### config.mk
export PLATFORM = sky130hd
export DESIGN_NAME = graphics_dram_cmd_timing
export DESIGN_NICKNAME = d
export VERILOG_FILES = /design/src/design/gdram_pkg.sv /design/src/design/graphics_dram_cmd_timing.sv
export VERILOG_INCLUDE_DIRS = /design/src /design/src/design
export SDC_FILE = /design/constraint.sdc
export NUM_CORES = 1
export LEC_CHECK = 0
export ABC_AREA = 1
export BUFFER_PORTS_ARGS = -buffer_cell sky130_fd_sc_hd__clkbuf_2
export CORE_UTILIZATION = 69
export CTS_CLUSTER_DIAMETER = 100
export CTS_CLUSTER_SIZE = 25
export DETAILED_ROUTE_END_ITERATION = 10
export PLACE_DENSITY = 0.9
export SLEW_MARGIN = 20
export SYNTH_ARGS = -nofsm -noshare
export SYNTH_HDL_FRONTEND = slang
export SYNTH_SLANG_ARGS = --single-unit
### constraint.sdc
create_clock -name CLOCK -period 11.3 [get_ports CLOCK]
set_input_delay 2.26 -clock CLOCK [delete_from_list [all_inputs] [get_ports CLOCK]]
set_output_delay 2.26 -clock CLOCK [all_outputs]
set_load 0.01 [all_outputs]
### src/design/gdram_consts.svh
// timing and field constants for the graphics DRAM command controller
// Function
// - write latency is programmable from 1 to 7 clocks; program only legal values
// - latency 4 to 7 opens buffers at write; latency must exceed 7 ns
// - no rising strobe edge in the half clock before the write preamble
// - after the postamble the last strobe rise is actively driven high
// - first latching strobe edge lands at write latency after the write command
// - after auto refresh wait the refresh row cycle before any command
// - wait the row-to-read delay between activation and read
// - wait the row-to-write delay between activation and write
// - space activations by at least the activate-to-activate delay
// - wait write recovery after last write beat before precharging the bank
// - wait the write-to-read turnaround after last write beat before a read
// - wait the mode set cycle after a mode register set
// - after write with autoprecharge wait recovery plus precharge before activation
// - after self refresh exit wait 20000 clocks before any read
// - after self refresh exit wait 100 clocks before any other command
// - every row is refreshed within a 32 ms refresh period
`ifndef GDRAM_CONSTS_SVH
`define GDRAM_CONSTS_SVH
`define TCK_NS 4
`define WL_MIN_NS 7
`define REFI_NS 7800
`define REFI_CK (`REFI_NS / `TCK_NS)
`define REF_ROW_CK 52
`define ROW_RD_CK 14
`define ROW_WR_CK 10
`define ACT_ACT_CK 10
`define WR_RECOV_CK 13
`define WR_RD_CK 7
`define MODE_SET_CK 9
`define AP_WR_CK 25
`define SR_EXIT_RD_CK 20000
`define SR_EXIT_OTHER_CK 100
`define ROW_ACT_MIN_CK 29
`define ROW_ACT_MAX_CK 100000
`define ROW_CYCLE_CK 41
`define ROW_PRE_CK 12
`define PD_EXIT_CK 9
`define BURST_LEN 4
`define AP_BIT 8
`define MRS_WL_LSB 9
`define WL_RST 3'h4
`endif

### src/design/gdram_pkg.sv
// types shared by the graphics DRAM command controller
`default_nettype none
package gdram_pkg;
	typedef enum logic [3:0] {C_NOP, C_ACT, C_RD, C_WR, C_PRE, C_REF, C_MRS, C_SRE, C_SRX, C_PDE, C_PDX} cmd_t;
	typedef enum logic [1:0] {ST_RUN = 2'h0, ST_SELFREF = 2'h1, ST_PWRDN = 2'h3} pwr_t;
	typedef struct packed {
		logic valid;
		cmd_t cmd;
		logic [1:0] bank;
		logic [11:0] addr;
		logic autopre;
		logic [2:0] wl;
	} req_t;
	typedef struct packed {
		logic cke;
		logic cs_n;
		logic ras_n;
		logic cas_n;
		logic we_n;
		logic [1:0] ba;
		logic [11:0] a;
	} pins_t;
	typedef struct packed {
		logic open;
		logic ap_wr;
		logic [16:0] since_act;
		logic [7:0] since_pre;
		logic [7:0] since_wr;
	} bank_t;
	typedef struct packed {
		pins_t pins;
		logic [1:0] strobe;
		logic strobe_oe;
		logic ready;
		logic err;
		logic ref_due;
		logic overdue;
		req_t hold;
		pwr_t pwr;
		logic [2:0] wl;
		bank_t [3:0] bk;
		logic [7:0] since_act;
		logic [7:0] since_ref;
		logic [7:0] since_mrs;
		logic [7:0] since_wr;
		logic [14:0] since_exit;
		logic exit_sr;
		logic [15:0] refi;
		logic ws_on;
		logic [3:0] ws_ph;
	} state_t;
endpackage
`default_nettype wire

### src/design/graphics_dram_cmd_timing.sv
// command scheduler that drives a four-bank graphics DRAM within its timing limits
`timescale 1ns/10ps
`default_nettype none
`include "gdram_consts.svh"
module graphics_dram_cmd_timing #(
	parameter int REF_CYC = `REF_ROW_CK,
	parameter int ROW_RD = `ROW_RD_CK,
	parameter int ROW_WR = `ROW_WR_CK,
	parameter int ACT_ACT = `ACT_ACT_CK,
	parameter int WR_RECOV = `WR_RECOV_CK,
	parameter int WR_RD = `WR_RD_CK,
	parameter int MODE_SET = `MODE_SET_CK,
	parameter int AP_WR = `AP_WR_CK,
	parameter int SR_EXIT_RD = `SR_EXIT_RD_CK,
	parameter int SR_EXIT_OTHER = `SR_EXIT_OTHER_CK,
	parameter int ROW_ACT_MIN = `ROW_ACT_MIN_CK,
	parameter int ROW_ACT_MAX = `ROW_ACT_MAX_CK,
	parameter int ROW_CYCLE = `ROW_CYCLE_CK,
	parameter int ROW_PRE = `ROW_PRE_CK,
	parameter int PD_EXIT = `PD_EXIT_CK,
	parameter int REFI_CYC = `REFI_CK
)(
	input wire logic CLOCK,
	input wire logic RST_N,
	input wire logic CE,
	input wire gdram_pkg::req_t REQ,
	output var gdram_pkg::pins_t MEM,
	output var logic [1:0] STROBE,
	output var logic STROBE_OE,
	output var logic REQ_READY,
	output var logic REQ_ERR,
	output var logic REFRESH_DUE,
	output var logic ROW_OVERDUE
);
	import gdram_pkg::*;

	localparam int HALF_BL = `BURST_LEN / 2;

	// enough cycles have passed once the command after this cycle is placed
	function automatic logic met(input int cnt, input int t);
		return cnt + 1 >= t;
	endfunction

	// pin encoding of a command
	function automatic pins_t enc(input cmd_t c, input logic cke, input logic [1:0] ba, input logic [11:0] a);
		pins_t p;
		p = '{cke: cke, cs_n: 1'b0, ras_n: 1'b1, cas_n: 1'b1, we_n: 1'b1, ba: ba, a: a};
		case (c)
			C_ACT: p.ras_n = 1'b0;
			C_RD: p.cas_n = 1'b0;
			C_WR: begin
				p.cas_n = 1'b0;
				p.we_n = 1'b0;
			end
			C_PRE: begin
				p.ras_n = 1'b0;
				p.we_n = 1'b0;
			end
			C_REF, C_SRE: begin
				p.ras_n = 1'b0;
				p.cas_n = 1'b0;
			end
			C_MRS: begin
				p.ras_n = 1'b0;
				p.cas_n = 1'b0;
				p.we_n = 1'b0;
			end
			default: p.cs_n = 1'b0;
		endcase
		return p;
	endfunction

	// command seen on the pins, for checking
	function automatic cmd_t dec(input pins_t p);
		case ({p.cs_n, p.ras_n, p.cas_n, p.we_n})
			4'h3: return C_ACT;
			4'h5: return C_RD;
			4'h4: return C_WR;
			4'h2: return C_PRE;
			4'h1: return C_REF;
			4'h0: return C_MRS;
			default: return C_NOP;
		endcase
	endfunction

	// reset image of the whole state
	function automatic state_t init_state();
		state_t t;
		t = '0;
		t.pins = enc(C_NOP, 1'b1, 2'h0, 12'h000);
		t.ready = 1'b1;
		t.pwr = ST_RUN;
		t.wl = `WL_RST;
		t.since_act = '1;
		t.since_ref = '1;
		t.since_mrs = '1;
		t.since_wr = '1;
		t.since_exit = '1;
		t.refi = '0;
		for (int i = 0; i < 4; i++) begin
			t.bk[i].since_act = '1;
			t.bk[i].since_pre = '1;
			t.bk[i].since_wr = '1;
		end
		return t;
	endfunction

	localparam state_t ST_INIT = init_state();

	state_t st_r;
	state_t st_nxt;

	// next state: ageing, legality and timing checks, issue, strobe sequence
	always_comb begin
		int wlast;
		int k;
		logic legal;
		logic ok;
		logic idle;
		logic exit_ok;
		cmd_t c;
		logic [1:0] b;
		bank_t bk;
		wlast = 0;
		k = 0;
		legal = 1'b0;
		ok = 1'b0;
		idle = 1'b1;
		exit_ok = 1'b1;
		c = st_r.hold.cmd;
		b = st_r.hold.bank;
		bk = st_r.bk[b];
		st_nxt = st_r;
		st_nxt.err = 1'b0;
		st_nxt.pins = enc(C_NOP, st_r.pins.cke, st_r.pins.ba, st_r.pins.a);
		wlast = int'(st_r.wl) + HALF_BL;
		// saturating age counters
		if (~&st_nxt.since_act) st_nxt.since_act = st_nxt.since_act + 8'h01;
		if (~&st_nxt.since_ref) st_nxt.since_ref = st_nxt.since_ref + 8'h01;
		if (~&st_nxt.since_mrs) st_nxt.since_mrs = st_nxt.since_mrs + 8'h01;
		if (~&st_nxt.since_wr) st_nxt.since_wr = st_nxt.since_wr + 8'h01;
		if (~&st_nxt.since_exit) st_nxt.since_exit = st_nxt.since_exit + 15'h0001;
		st_nxt.overdue = 1'b0;
		for (int i = 0; i < 4; i++) begin
			if (~&st_nxt.bk[i].since_act) st_nxt.bk[i].since_act = st_nxt.bk[i].since_act + 17'h00001;
			if (~&st_nxt.bk[i].since_pre) st_nxt.bk[i].since_pre = st_nxt.bk[i].since_pre + 8'h01;
			if (~&st_nxt.bk[i].since_wr) st_nxt.bk[i].since_wr = st_nxt.bk[i].since_wr + 8'h01;
			// banks idle only after precharge and recovery
			if (st_r.bk[i].open || !met(int'(st_r.bk[i].since_pre), ROW_PRE)) idle = 1'b0;
			if (st_r.bk[i].ap_wr && !met(int'(st_r.bk[i].since_wr), wlast + AP_WR)) idle = 1'b0;
			if (st_r.bk[i].open && int'(st_r.bk[i].since_act) >= ROW_ACT_MAX) st_nxt.overdue = 1'b1;
		end
		ok = met(int'(st_r.since_ref), REF_CYC);
		ok = ok && met(int'(st_r.since_mrs), MODE_SET);
		if (c == C_RD) exit_ok = met(int'(st_r.since_exit), st_r.exit_sr ? SR_EXIT_RD : PD_EXIT);
		else exit_ok = met(int'(st_r.since_exit), st_r.exit_sr ? SR_EXIT_OTHER : PD_EXIT);
		ok = ok && exit_ok;
		legal = (st_r.pwr == ST_RUN);
		case (c)
			C_ACT: begin
				legal = legal && !bk.open;
				ok = ok && met(int'(st_r.since_act), ACT_ACT);
				ok = ok && met(int'(bk.since_act), ROW_CYCLE) && met(int'(bk.since_pre), ROW_PRE);
				ok = ok && (!bk.ap_wr || met(int'(bk.since_wr), wlast + AP_WR));
			end
			C_RD: begin
				legal = legal && bk.open;
				ok = ok && met(int'(bk.since_act), ROW_RD);
				ok = ok && met(int'(st_r.since_wr), wlast + WR_RD);
			end
			C_WR: begin
				legal = legal && bk.open;
				ok = ok && met(int'(bk.since_act), ROW_WR) && !st_r.ws_on;
			end
			C_PRE: begin
				ok = ok && (!bk.open || met(int'(bk.since_act), ROW_ACT_MIN));
				ok = ok && met(int'(bk.since_wr), wlast + WR_RECOV);
			end
			C_REF, C_SRE: ok = ok && idle;
			C_MRS: begin
				legal = legal && (st_r.hold.wl != 3'h0);
				// long latencies must span more than the minimum time
				legal = legal && (st_r.hold.wl < 3'h4 || int'(st_r.hold.wl) * `TCK_NS > `WL_MIN_NS);
				ok = ok && idle;
			end
			C_SRX: begin
				legal = (st_r.pwr == ST_SELFREF);
				ok = 1'b1;
			end
			C_PDX: begin
				legal = (st_r.pwr == ST_PWRDN);
				ok = 1'b1;
			end
			default: ;
		endcase
		// issue or refuse the held request
		if (st_r.hold.valid) begin
			if (!legal) begin
				st_nxt.err = 1'b1;
				st_nxt.hold.valid = 1'b0;
			end else if (ok) begin
				st_nxt.hold.valid = 1'b0;
				st_nxt.pins = enc(c, st_r.pins.cke, b, st_r.hold.addr);
				case (c)
					C_ACT: begin
						st_nxt.since_act = 8'h00;
						st_nxt.bk[b].open = 1'b1;
						st_nxt.bk[b].ap_wr = 1'b0;
						st_nxt.bk[b].since_act = 17'h00000;
					end
					C_RD, C_WR: begin
						st_nxt.pins.a[`AP_BIT] = st_r.hold.autopre;
						if (c == C_WR) begin
							st_nxt.since_wr = 8'h00;
							st_nxt.bk[b].since_wr = 8'h00;
							st_nxt.ws_on = 1'b1;
							st_nxt.ws_ph = 4'h0;
						end
						if (st_r.hold.autopre) begin
							st_nxt.bk[b].open = 1'b0;
							st_nxt.bk[b].ap_wr = (c == C_WR);
							st_nxt.bk[b].since_pre = 8'h00;
						end
					end
					C_PRE: begin
						st_nxt.pins.a[`AP_BIT] = 1'b0;
						if (bk.open) st_nxt.bk[b].since_pre = 8'h00;
						st_nxt.bk[b].open = 1'b0;
					end
					C_REF: begin
						st_nxt.since_ref = 8'h00;
						st_nxt.refi = 16'h0000;
					end
					C_MRS: begin
						st_nxt.since_mrs = 8'h00;
						st_nxt.wl = st_r.hold.wl;
						st_nxt.pins.a[`MRS_WL_LSB +: 3] = st_r.hold.wl;
					end
					C_SRE, C_PDE: begin
						st_nxt.pins.cke = 1'b0;
						st_nxt.pwr = (c == C_SRE) ? ST_SELFREF : ST_PWRDN;
					end
					C_SRX, C_PDX: begin
						st_nxt.pins.cke = 1'b1;
						st_nxt.pwr = ST_RUN;
						st_nxt.since_exit = 15'h0000;
						st_nxt.exit_sr = (c == C_SRX);
						if (c == C_SRX) st_nxt.refi = 16'h0000;
					end
					default: ;
				endcase
			end
		end
		// average refresh interval; follows from it
		if (st_nxt.pwr == ST_SELFREF) st_nxt.refi = 16'h0000;
		else if (~&st_nxt.refi && st_nxt.refi == st_r.refi) st_nxt.refi = st_nxt.refi + 16'h0001;
		st_nxt.ref_due = (int'(st_nxt.refi) >= REFI_CYC);
		// accept a new request into the empty holding slot
		if (st_r.ready && REQ.valid) st_nxt.hold = REQ;
		st_nxt.ready = !st_nxt.hold.valid;
		// write strobe phase, k counts cycles after the write command
		if (st_r.ws_on && !(st_r.hold.valid && c == C_WR && legal && ok)) begin
			if (int'(st_r.ws_ph) >= wlast + 1) st_nxt.ws_on = 1'b0;
			else st_nxt.ws_ph = st_r.ws_ph + 4'h1;
		end
		k = int'(st_nxt.ws_ph);
		st_nxt.strobe_oe = st_nxt.ws_on && (k >= int'(st_nxt.wl) - 1);
		st_nxt.strobe = 2'h0;
		if (st_nxt.strobe_oe) begin
			if (k == int'(st_nxt.wl) - 1) st_nxt.strobe = 2'h0;
			// first rise exactly at write latency
			else if (k < int'(st_nxt.wl) + HALF_BL) st_nxt.strobe = 2'h2;
			// postamble then a driven high level
			else if (k == int'(st_nxt.wl) + HALF_BL) st_nxt.strobe = 2'h1;
			else st_nxt.strobe = 2'h3;
		end
	end

	// state register, frozen while the clock enable is low
	always_ff @(posedge CLOCK or negedge RST_N) begin
		if (!RST_N) begin
			st_r <= ST_INIT;
		end else if (CE) begin
			st_r <= st_nxt;
		end
	end

	// outputs straight from the state register
	assign MEM = st_r.pins;
	assign STROBE = st_r.strobe;
	assign STROBE_OE = st_r.strobe_oe;
	assign REQ_READY = st_r.ready;
	assign REQ_ERR = st_r.err;
	assign REFRESH_DUE = st_r.ref_due;
	assign ROW_OVERDUE = st_r.overdue;

	cmd_t pc;
	assign pc = st_r.pins.cke ? dec(st_r.pins) : C_NOP;
endmodule
`default_nettype wire

Yosys cells after proc, flatten, opt, wreduce, memory -nomap -nowiden

Cells that the tools add are included.

Divide/modulo/power cells: 0
Equality and inequality tests: 16
Magnitude comparators: 33
Reduce and logical (&&, ||, !) cells: 88
Multipliers: 0
Mux-type cells: 107
Bitwise logic cells: 0
Shift operators: 0
Add/sub/neg operators: 42

Operators by type and width:

| operator              | count |
|---|---|
| $mux 140              | 11 |
| $bwmux 140            | 9 |
| $mux 214              | 3 |
| $pmux 140 s3          | 1 |
| $demux 35 s2          | 5 |
| $mux 8                | 18 |
| $ge 10x32->1          | 4 |
| $add 8x1->9 const B   | 14 |
| $add 8x1->8 const B   | 12 |
| $reduce_and 8->1      | 12 |
| $mux 17               | 5 |
| $mux 16               | 5 |
| $bmux 35 s2           | 1 |
| $mux 35               | 2 |
| $add 17x1->17 const B | 4 |
| $ge 17x17->1 const B  | 4 |
| $reduce_and 17->1     | 4 |
| $ge 32x5->1 const B   | 2 |
| $ge 9x4->1 const B    | 7 |
| $mux 18               | 2 |
| $mux 34               | 1 |
| $logic_and 1x1->1     | 33 |
| $mux 33               | 1 |
| $ge 32x16->1          | 1 |
| 60 further kinds      | 125 |

RAM bits: 0
Memories: 0
Bits in registers: 263
Latch bits: 0
Bits in read-only memories: 0
Logic and storage cells: 336

Logic depth before layout (Yosys ltp)

Gate-level depths: netlist of the first run.

Depth after elaboration: 32
Depth in mapped cells: 44
Gate-level depth less buffers: 41

Worst setup path after synthesis of the first run

No wires, ideal clock.

Path type: register to register
From: register st_r[22] (netlist name)
To: register st_r (netlist bit STROBE[0])
Path buffers: 0
Required time: 11.170 ns
Clock period less this slack: 5.182 ns
Path slack: 6.118 ns
Library setup time: 0.130 ns
Cell stages (with the launch flop): 38
Arrival time: 5.051 ns
Cells stage by stage: dfstp_2 ha_1 nand2_1 nor2_2 nand2_1 nor2_1 nand4_2 nand2_1 inv_1 ha_1 inv_1 nor2_1 nand3_1 nor2_1 nand2_1 nand4_1 nand2_1 inv_2 (+2 left out) nor2_2 nand2_2 nand2_2 nor3_4 clkinv_1 or2_2 o21ai_0 ha_1 xor2_1 ha_1 a21oi_1 o21ai_0 a21oi_1 inv_1 nor2_1 a21oi_1 o21ai_0 o21ai_0

Longest elaborated chain between the ends: 18
Elaborated cells between the ends (all ways): 35

Ends and longest elaborated chain:

| element                                             | line                            | RTL |
|---|---|---|
| from (decl)                                         | graphics_dram_cmd_timing.sv:110 | `state_t st_r;` |
| from (signal assigned)                              | graphics_dram_cmd_timing.sv:284 | `st_r <= st_nxt;` |
| $add 15x1->16 (*)                                   | graphics_dram_cmd_timing.sv:41  | `return cnt + 1 >= t;` |
| $ge 32x16->1 / $ge 16x7->1 (equally long branches)  | graphics_dram_cmd_timing.sv:41  |  |
| $mux 1 (*)                                          | graphics_dram_cmd_timing.sv:155 | `if (c == C_RD) exit_ok = met(int'(st_r.since_exit), st_r.exit_sr ? SR_EXIT_RD : PD_EXIT);` |
| $logic_and 1x1->1 (*)                               | graphics_dram_cmd_timing.sv:157 | `ok = ok && exit_ok;` |
| $logic_and 1x1->1                                   | graphics_dram_cmd_timing.sv:162 | `ok = ok && met(int'(st_r.since_act), ACT_ACT);` |
| $logic_and 1x1->1 (2 in a row)                      | graphics_dram_cmd_timing.sv:163 | `ok = ok && met(int'(bk.since_act), ROW_CYCLE) && met(int'(bk.since_pre), ROW_PRE);` |
| $logic_and 1x1->1                                   | graphics_dram_cmd_timing.sv:164 | `ok = ok && (!bk.ap_wr \|\| met(int'(bk.since_wr), wlast + AP_WR));` |
| $pmux 1 s6 (*)                                      | graphics_dram_cmd_timing.sv:159 | `case (c)` |
| branches (longest 8 deep; another with $lt 5x32->1) | -                               |  |
| $mux 2 (*)                                          | graphics_dram_cmd_timing.sv:269 | `if (st_nxt.strobe_oe) begin` |

Every way passes the cells marked *.
A chain may end at the register's enable or synchronous reset.

Final worst setup path of the first run

From: register st_r[231] (netlist name)
To: register st_r (netlist bit STROBE[1])

Longest elaborated chain between the ends: 18
Elaborated cells between the ends (all ways): 50

Ends and longest elaborated chain:

| element                                              | line                            | RTL |
|---|---|---|
| $bmux 35 s2 (*)                                      | graphics_dram_cmd_timing.sv:132 | `bk = st_r.bk[b];` |
| $mux 35 (not written as such) (*)                    | graphics_dram_cmd_timing.sv:132 |  |
| branches (longest 15 deep; another with $ge 32x7->1) | -                               |  |
| $mux 2 (*)                                           | graphics_dram_cmd_timing.sv:269 |  |

Every way passes the cells marked *. The select of a mux whose other input is x is not followed.

==> results of run 1 <==
-- registers in the layout, summed over array words and instances (netlist names) --
name / cells
MEM: 18
STROBE: 2
st_r: 237
REQ_READY: 1
REQ_ERR: 1
STROBE_OE: 1
ROW_OVERDUE: 1
REFRESH_DUE: 1
-- stage by stage --
step / power (W) / util / setup WS [ns] / instance area [um^2]
finish: 0.00387 / 0.736 / 4.87 / 19900
global route: 0.00416 / 0.736 / 4.30 / 19900
CTS: 0.00384 / 0.736 / 4.96 / 19900
detailed placement: 0.00325 / 0.720 / 5.04 / 19500
global placement: 0.00316 / 0.720 / 5.24 / 19500
floorplan: 0.00280 / - / 6.12 / 19200
-- area by class of cell --
type	instances	area, um^2	area share
Clock inverter	2	15.0	0.000753
Tap cell	372	465	0.0233
Timing Repair Buffer	60	350	0.0176
Clock buffer	22	402	0.0201
Inverter	403	1520	0.0764
Multi-Input combinational cell	1937	10400	0.521
Sequential cell	262	6790	0.340
-- cells by family (layout without fill, tap and decap cells) --
family | after synthesis | in the layout | share of synthesized area
and+or+nand+nor | 1264 | 1264 | 0.287
buffers and inverters | 491 | 487 | 0.105
AOI/OAI and AO/OA | 469 | 469 | 0.139
DFF | 262 | 262 | 0.354
adders and majority gates | 104 | 104 | 0.0682
xor gates and xnor gates | 86 | 86 | 0.0396
muxes | 13 | 13 | 0.00763
other | 1 | 1 | 0.000195
-- path summary, 6_finish.rpt --
check	start	cells after the start	to	slack, ns
worst min register to register	st_r[222]$_DFFE_PN0P_	2	MEM[4]$_DFFE_PN0P_	0.47
worst max register to register	st_r[231]$_DFFE_PN0P_	36	STROBE[1]$_DFFE_PN0P_	4.87
worst max-delay path	st_r[231]$_DFFE_PN0P_	36	STROBE[1]$_DFFE_PN0P_	4.87
worst min-delay path	st_r[222]$_DFFE_PN0P_	2	MEM[4]$_DFFE_PN0P_	0.47
min in group asynchronous	RST_N	1	st_r[14]$_DFFE_PN0P_	1.77
max in group asynchronous	RST_N	2	MEM[4]$_DFFE_PN0P_	8.22
-- metal layers --
layer / part of all wire / GRT usage / vias up / wire (um)
li1: - / - / 8775 / -
met1: 0.42 / 0.470 / 8660 / 21400
met2: 0.47 / 0.609 / 770 / 24400
met3: 0.072 / 0.0451 / 143 / 3700
met4: 0.038 / 0.147 / 0 / 1970
met5: 0 / 0 / - / 0
-- report_power, final --
group	internal, W	leakage, nW	switching, W
clock	0.000252	0.202	0.000331
combinational	0.000628	6.46	0.00106
sequential	0.00131	2.88	0.000288
-- synth_stat cells, types with 11 or more instances --
library cell / n / area (um^2)
nor2_1: 256 / 961
ha_1: 103 / 1290
dfrtp_1: 77 / 1930
inv_1: 388 / 1460
a21oi_1: 122 / 611
o21ai_0: 199 / 996
o31ai_1: 11 / 82.6
mux2_2: 13 / 146
o21bai_1: 12 / 90.1
xor2_1: 75 / 657
dfstp_2: 185 / 4860
nor3_1: 48 / 240
o22ai_1: 51 / 319
nand4_1: 61 / 382
nand3_1: 192 / 961
o211ai_1: 12 / 90.1
buf_4: 22 / 165
nand2_1: 631 / 2370
nor2_2: 16 / 100
clkbuf_1: 45 / 169
-- worst min-delay path: cells and delay by family, from the launching register on --
kind | cells | cell delay [ns]
simple gates | 2 | 0.10
flops | 1 | 0.35
==> out/metrics.yaml, run 1 <==
crit_path_end_kind: "flip-flop"
slew_violations: 0
hold_slack_ns: 0.471
ios: 52
critPathTopFamily: "simple AND/OR/NAND/NOR gates"
fin_setup_tns_ns: 0
final_common_cell: "nand2_1"
start_kind: "flip-flop"
worstSkewPairLatency_ns: 0.52
syn_area_um2: 19200
layout_common_cells: "nand2_1 (631), inv_1 (388), nor2_1 (256), o21ai_0 (199), nand3_1 (192)"
vias_per_cell: 6.00
cts_max_path_buffers: 3
die-area_um2: 28500
synth_warnings: 0
post-place-cells: 3034
fin_skew_ns: 0.0308
grt_pass1_wl_um: 83500
htree_levels: 1
post_drt_wl_per_cell_um: 16.8
vias: 18300
num-nets-final: 2808
critPathSlowestCell: "dfrtp_1"
synthToLayoutAreaGrowth_pct: 3.89
synth_ff_type: "dfstp_2"
num_antenna_cells: 0
drt_iter0_markers: 1862
max_freq_mhz: 155
routed_wl_um: 51500
fp.dieH_um: 169
synth_edf_count: 0
period_needed_ns: 6.43
ys_types: 64
path_buf_inv: 4
rsz0062_at_grt: "false"
cts_sinks: 262
ir_worst_vdd_mv: 0.212
drc: 0
cap_violations: 0
ant_nets: 0
worst_ep_required_time_ns: 11.70
drive_gt1_frac: 0.125
clkSlewWorstSetupHoldPaths_ns: 0.11
cts_tree: "done"
async_flop_share: 1.00
pwr_density_cell_nw_per_um2: 194
nFillCells: 2167
grt_usage: 0.360
numCtsBuffers: 14
critPathMaxStageDelay_ns: 0.82
grt_pass1_vias: 17500
ys_ff_latch: 262
first_pass_iters: 6
p_leak_nw: 9.54
syn_nets: 2820
outcome: "completed"
postCtsHoldBufs: 0
root_buffer: "clkbuf_16"
gp_congestion: 1.00
syn-mean-instance-area_um2: 7.13
cts_resized: 0
finalCritPeriodShare: 0.569
ys_seq_area_frac: 0.354
rows: 60
portBuffers: 50
crit_arrival_ns: 6.83
worstSetupPathType: "reg2reg"
tightest_slew_ns: 1.05
coreArea_um2: 27100
fin_cells: 3058
critPathMaxFanout: 16
initial_core_util: 0.708
post_cts_buffers: 0
hold_viol_final: 0
antenna_found_initial: 0
grt_max_degree: 161
gr-total-overflow: 0
die_w_um: 169
syn_inst: 2690
min_path_type: "reg2reg"
hpwl_um: 37900
setup_viol: 0
slew_headroom: 0.296
No activity file was read; power rests on OpenSTA's default activity.
==> run 2: changes to the inputs <==
--- a/config.mk
+++ b/config.mk
@@ -8,11 +8,11 @@
 export LEC_CHECK = 0
 export ABC_AREA = 1
 export BUFFER_PORTS_ARGS = -buffer_cell sky130_fd_sc_hd__clkbuf_2
-export CORE_UTILIZATION = 69
+export CORE_UTILIZATION = 64
 export CTS_CLUSTER_DIAMETER = 100
 export CTS_CLUSTER_SIZE = 25
 export DETAILED_ROUTE_END_ITERATION = 10
-export PLACE_DENSITY = 0.9
+export PLACE_DENSITY = 0.84
 export SLEW_MARGIN = 20
 export SYNTH_ARGS = -nofsm -noshare
 export SYNTH_HDL_FRONTEND = slang
==> constraint.sdc (replaced) <==
create_clock -name CLOCK -period 6.58 [get_ports CLOCK]
set_input_delay 1.316 -clock CLOCK [delete_from_list [all_inputs] [get_ports CLOCK]]
set_output_delay 1.316 -clock CLOCK [all_outputs]
set_load 0.01 [all_outputs]
==> run 2 against run 1 <==
Clock skew decreased by 0.017 ns; die area increased by 7.7%; sequential power increased by 71%; maximum frequency increased by 7.7%; critical path type unchanged.
==> out/metrics.yaml, run 2 (synthesis results as in run 1) <==
final_common_cell: "nand2_1"
numCtsBuffers: 15
rsz0062_at_grt: "false"
grt_pass1_wl_um: 85300
ios: 52
vias_per_cell: 5.96
ir_worst_vdd_mv: 0.353
layout_common_cells: "nand2_1 (631), inv_1 (388), nor2_1 (255), o21ai_0 (198), nand3_1 (192)"
grt_pass1_vias: 17600
outcome: "completed"
worst_ep_required_time_ns: 6.97
finalPower_w: 0.00670
num_antenna_cells: 0
place_area_um2: 19600
cts_max_path_buffers: 3
antenna_found_initial: 0
p_clk_frac: 0.156
drt_iter0_markers: 1657
met1_length_um: 21300
top_register: "st_r"
coreArea_um2: 29600
period_needed_ns: 5.97
worstSetupPathType: "reg2reg"
first_pass_iters: 7
slew_violations: 0
synthToLayoutAreaGrowth_pct: 4.69
clkSlewWorstSetupHoldPaths_ns: 0.10
grt_max_degree: 128
wl_met3_um: 3520
portBuffers: 50
fp.dieH_um: 175
ant_nets: 0
htree_levels: 1
crit_arrival_ns: 6.36
cts_tree: "done"
initial_core_util: 0.649
fin_setup_tns_ns: 0
die_w_um: 175
combPwrFrac: 0.435
min_path_type: "reg2reg"
hold_viol_final: 0
finalCritPeriodShare: 0.908
cp-startpoint: "st_r[230]$_DFFE_PN0P_"
gp_congestion: 1.02
drive_gt1_frac: 0.130
tightest_slew_ns: 1.19
routed_wl_um: 52500
num-nets-final: 2817
max_freq_mhz: 167
die-area_um2: 30700
p_sw_w: 0.00288
root_buffer: "clkbuf_16"
start_kind: "flip-flop"
rows: 63
top_layer: "met4"
grt_usage: 0.340
dr_wl_met2_um: 25300
gr-total-overflow: 0
crit_path_end_kind: "flip-flop"
pwr_density_cell_nw_per_um2: 333
setup_viol: 0
largest_reg_flops: 237
post_drt_wl_per_cell_um: 17.0
drc: 0
p_seq_frac: 0.409
postCtsHoldBufs: 0
cts_sinks: 262
stdcell_area_um2: 20100
slew_headroom: 0.205
r2r_start: "st_r[230]$_DFFE_PN0P_"
cap_violations: 0
p_int_w: 0.00381
min_from: "st_r[220]$_DFFE_PN0P_"
worstSkewPairLatency_ns: 0.51
hpwl_um: 38700
vias: 18400
critPathMaxStageDelay_ns: 0.54
critPathMaxFanout: 11
fin_skew_ns: 0.0136
critPathSlowestCell: "dfrtp_1"
p_leak_nw: 9.61
p_sw_frac: 0.430
cpMostUsedCell: "nor2_1"
## run 2: path summary, 6_finish.rpt
path | end | slack [ns] | depth (start not counted)
setup / recovery | STROBE[1]$_DFFE_PN0P_ | 0.61 | 35
hold / removal | MEM[2]$_DFFE_PN0P_ | 0.47 | 2
setup reg to reg | STROBE[1]$_DFFE_PN0P_ | 0.61 | 35
hold reg to reg | MEM[2]$_DFFE_PN0P_ | 0.47 | 2
max in group asynchronous | ROW_OVERDUE$_DFFE_PN0P_ | 4.49 | 2
min in group asynchronous | st_r[14]$_DFFE_PN0P_ | 0.73 | 1
## run 2: what timing repair did
| item | in CTS | in global routing |
|---|---|---|
| resized for setup | 0 | 5 |
| buffers inserted | 0 | 2 |
| endpoints found under the setup margin | 0 | 3 |
## run 2: through the flow
| step | setup slack [ns] | hold WS [ns] | cells | util |
|---|---|---|---|---|
| 2_1_floorplan | 1.40 | 0.436 | 2690 | - |
| 3_3_place_gp | 0.647 | 0.443 | 3058 | 0.663 |
| 3_5_place_dp | 0.381 | 0.456 | 3058 | 0.663 |
| 4_1_cts | 0.384 | 0.479 | 3083 | 0.678 |
| 5_1_grt | 0.00812 | 0.503 | 3085 | 0.680 |
| 6_report | 0.608 | 0.475 | 3085 | 0.680 |
## run 2: area by class of cell
| type | instances | area, um^2 |
|---|---|---|
| multi-input cells | 1937 | 10400 |
| repair buffers | 68 | 410 |
| clock inverters | 5 | 40.0 |
| inverters | 403 | 1530 |
| flip-flops and latches | 262 | 6790 |
| clock buffers | 20 | 425 |
| fillers | 2564 | 9470 |
| well taps | 390 | 488 |
## run 2: routing by layer
layer,global-route usage,up-vias
li1,-,8792
met1,0.429,8678
met2,0.584,739
met3,0.0392,170
met4,0.156,0
met5,0,-
## run 2: worst max-delay path: cells and delay by family (launching register included)
family,cells,cell delay [ns]
flip-flops,1,0.54
adder cells (fa/ha/maj),4,1.02
AND/OR/NAND/NOR,17,2.60
XOR/XNOR,2,0.32
buffers and inverters,4,0.35
AO/OA/AOI/OAI,8,1.01
## run 2: power groups by stage
stage               Clock [W]  Sequential (W)  Combinational (W)
finish                0.00104         0.00274            0.00291
global route          0.00111         0.00279            0.00330
CTS                   0.00107         0.00272            0.00287
detailed placement          0         0.00274            0.00285
global placement            0         0.00273            0.00271
floorplan                   0         0.00259            0.00222
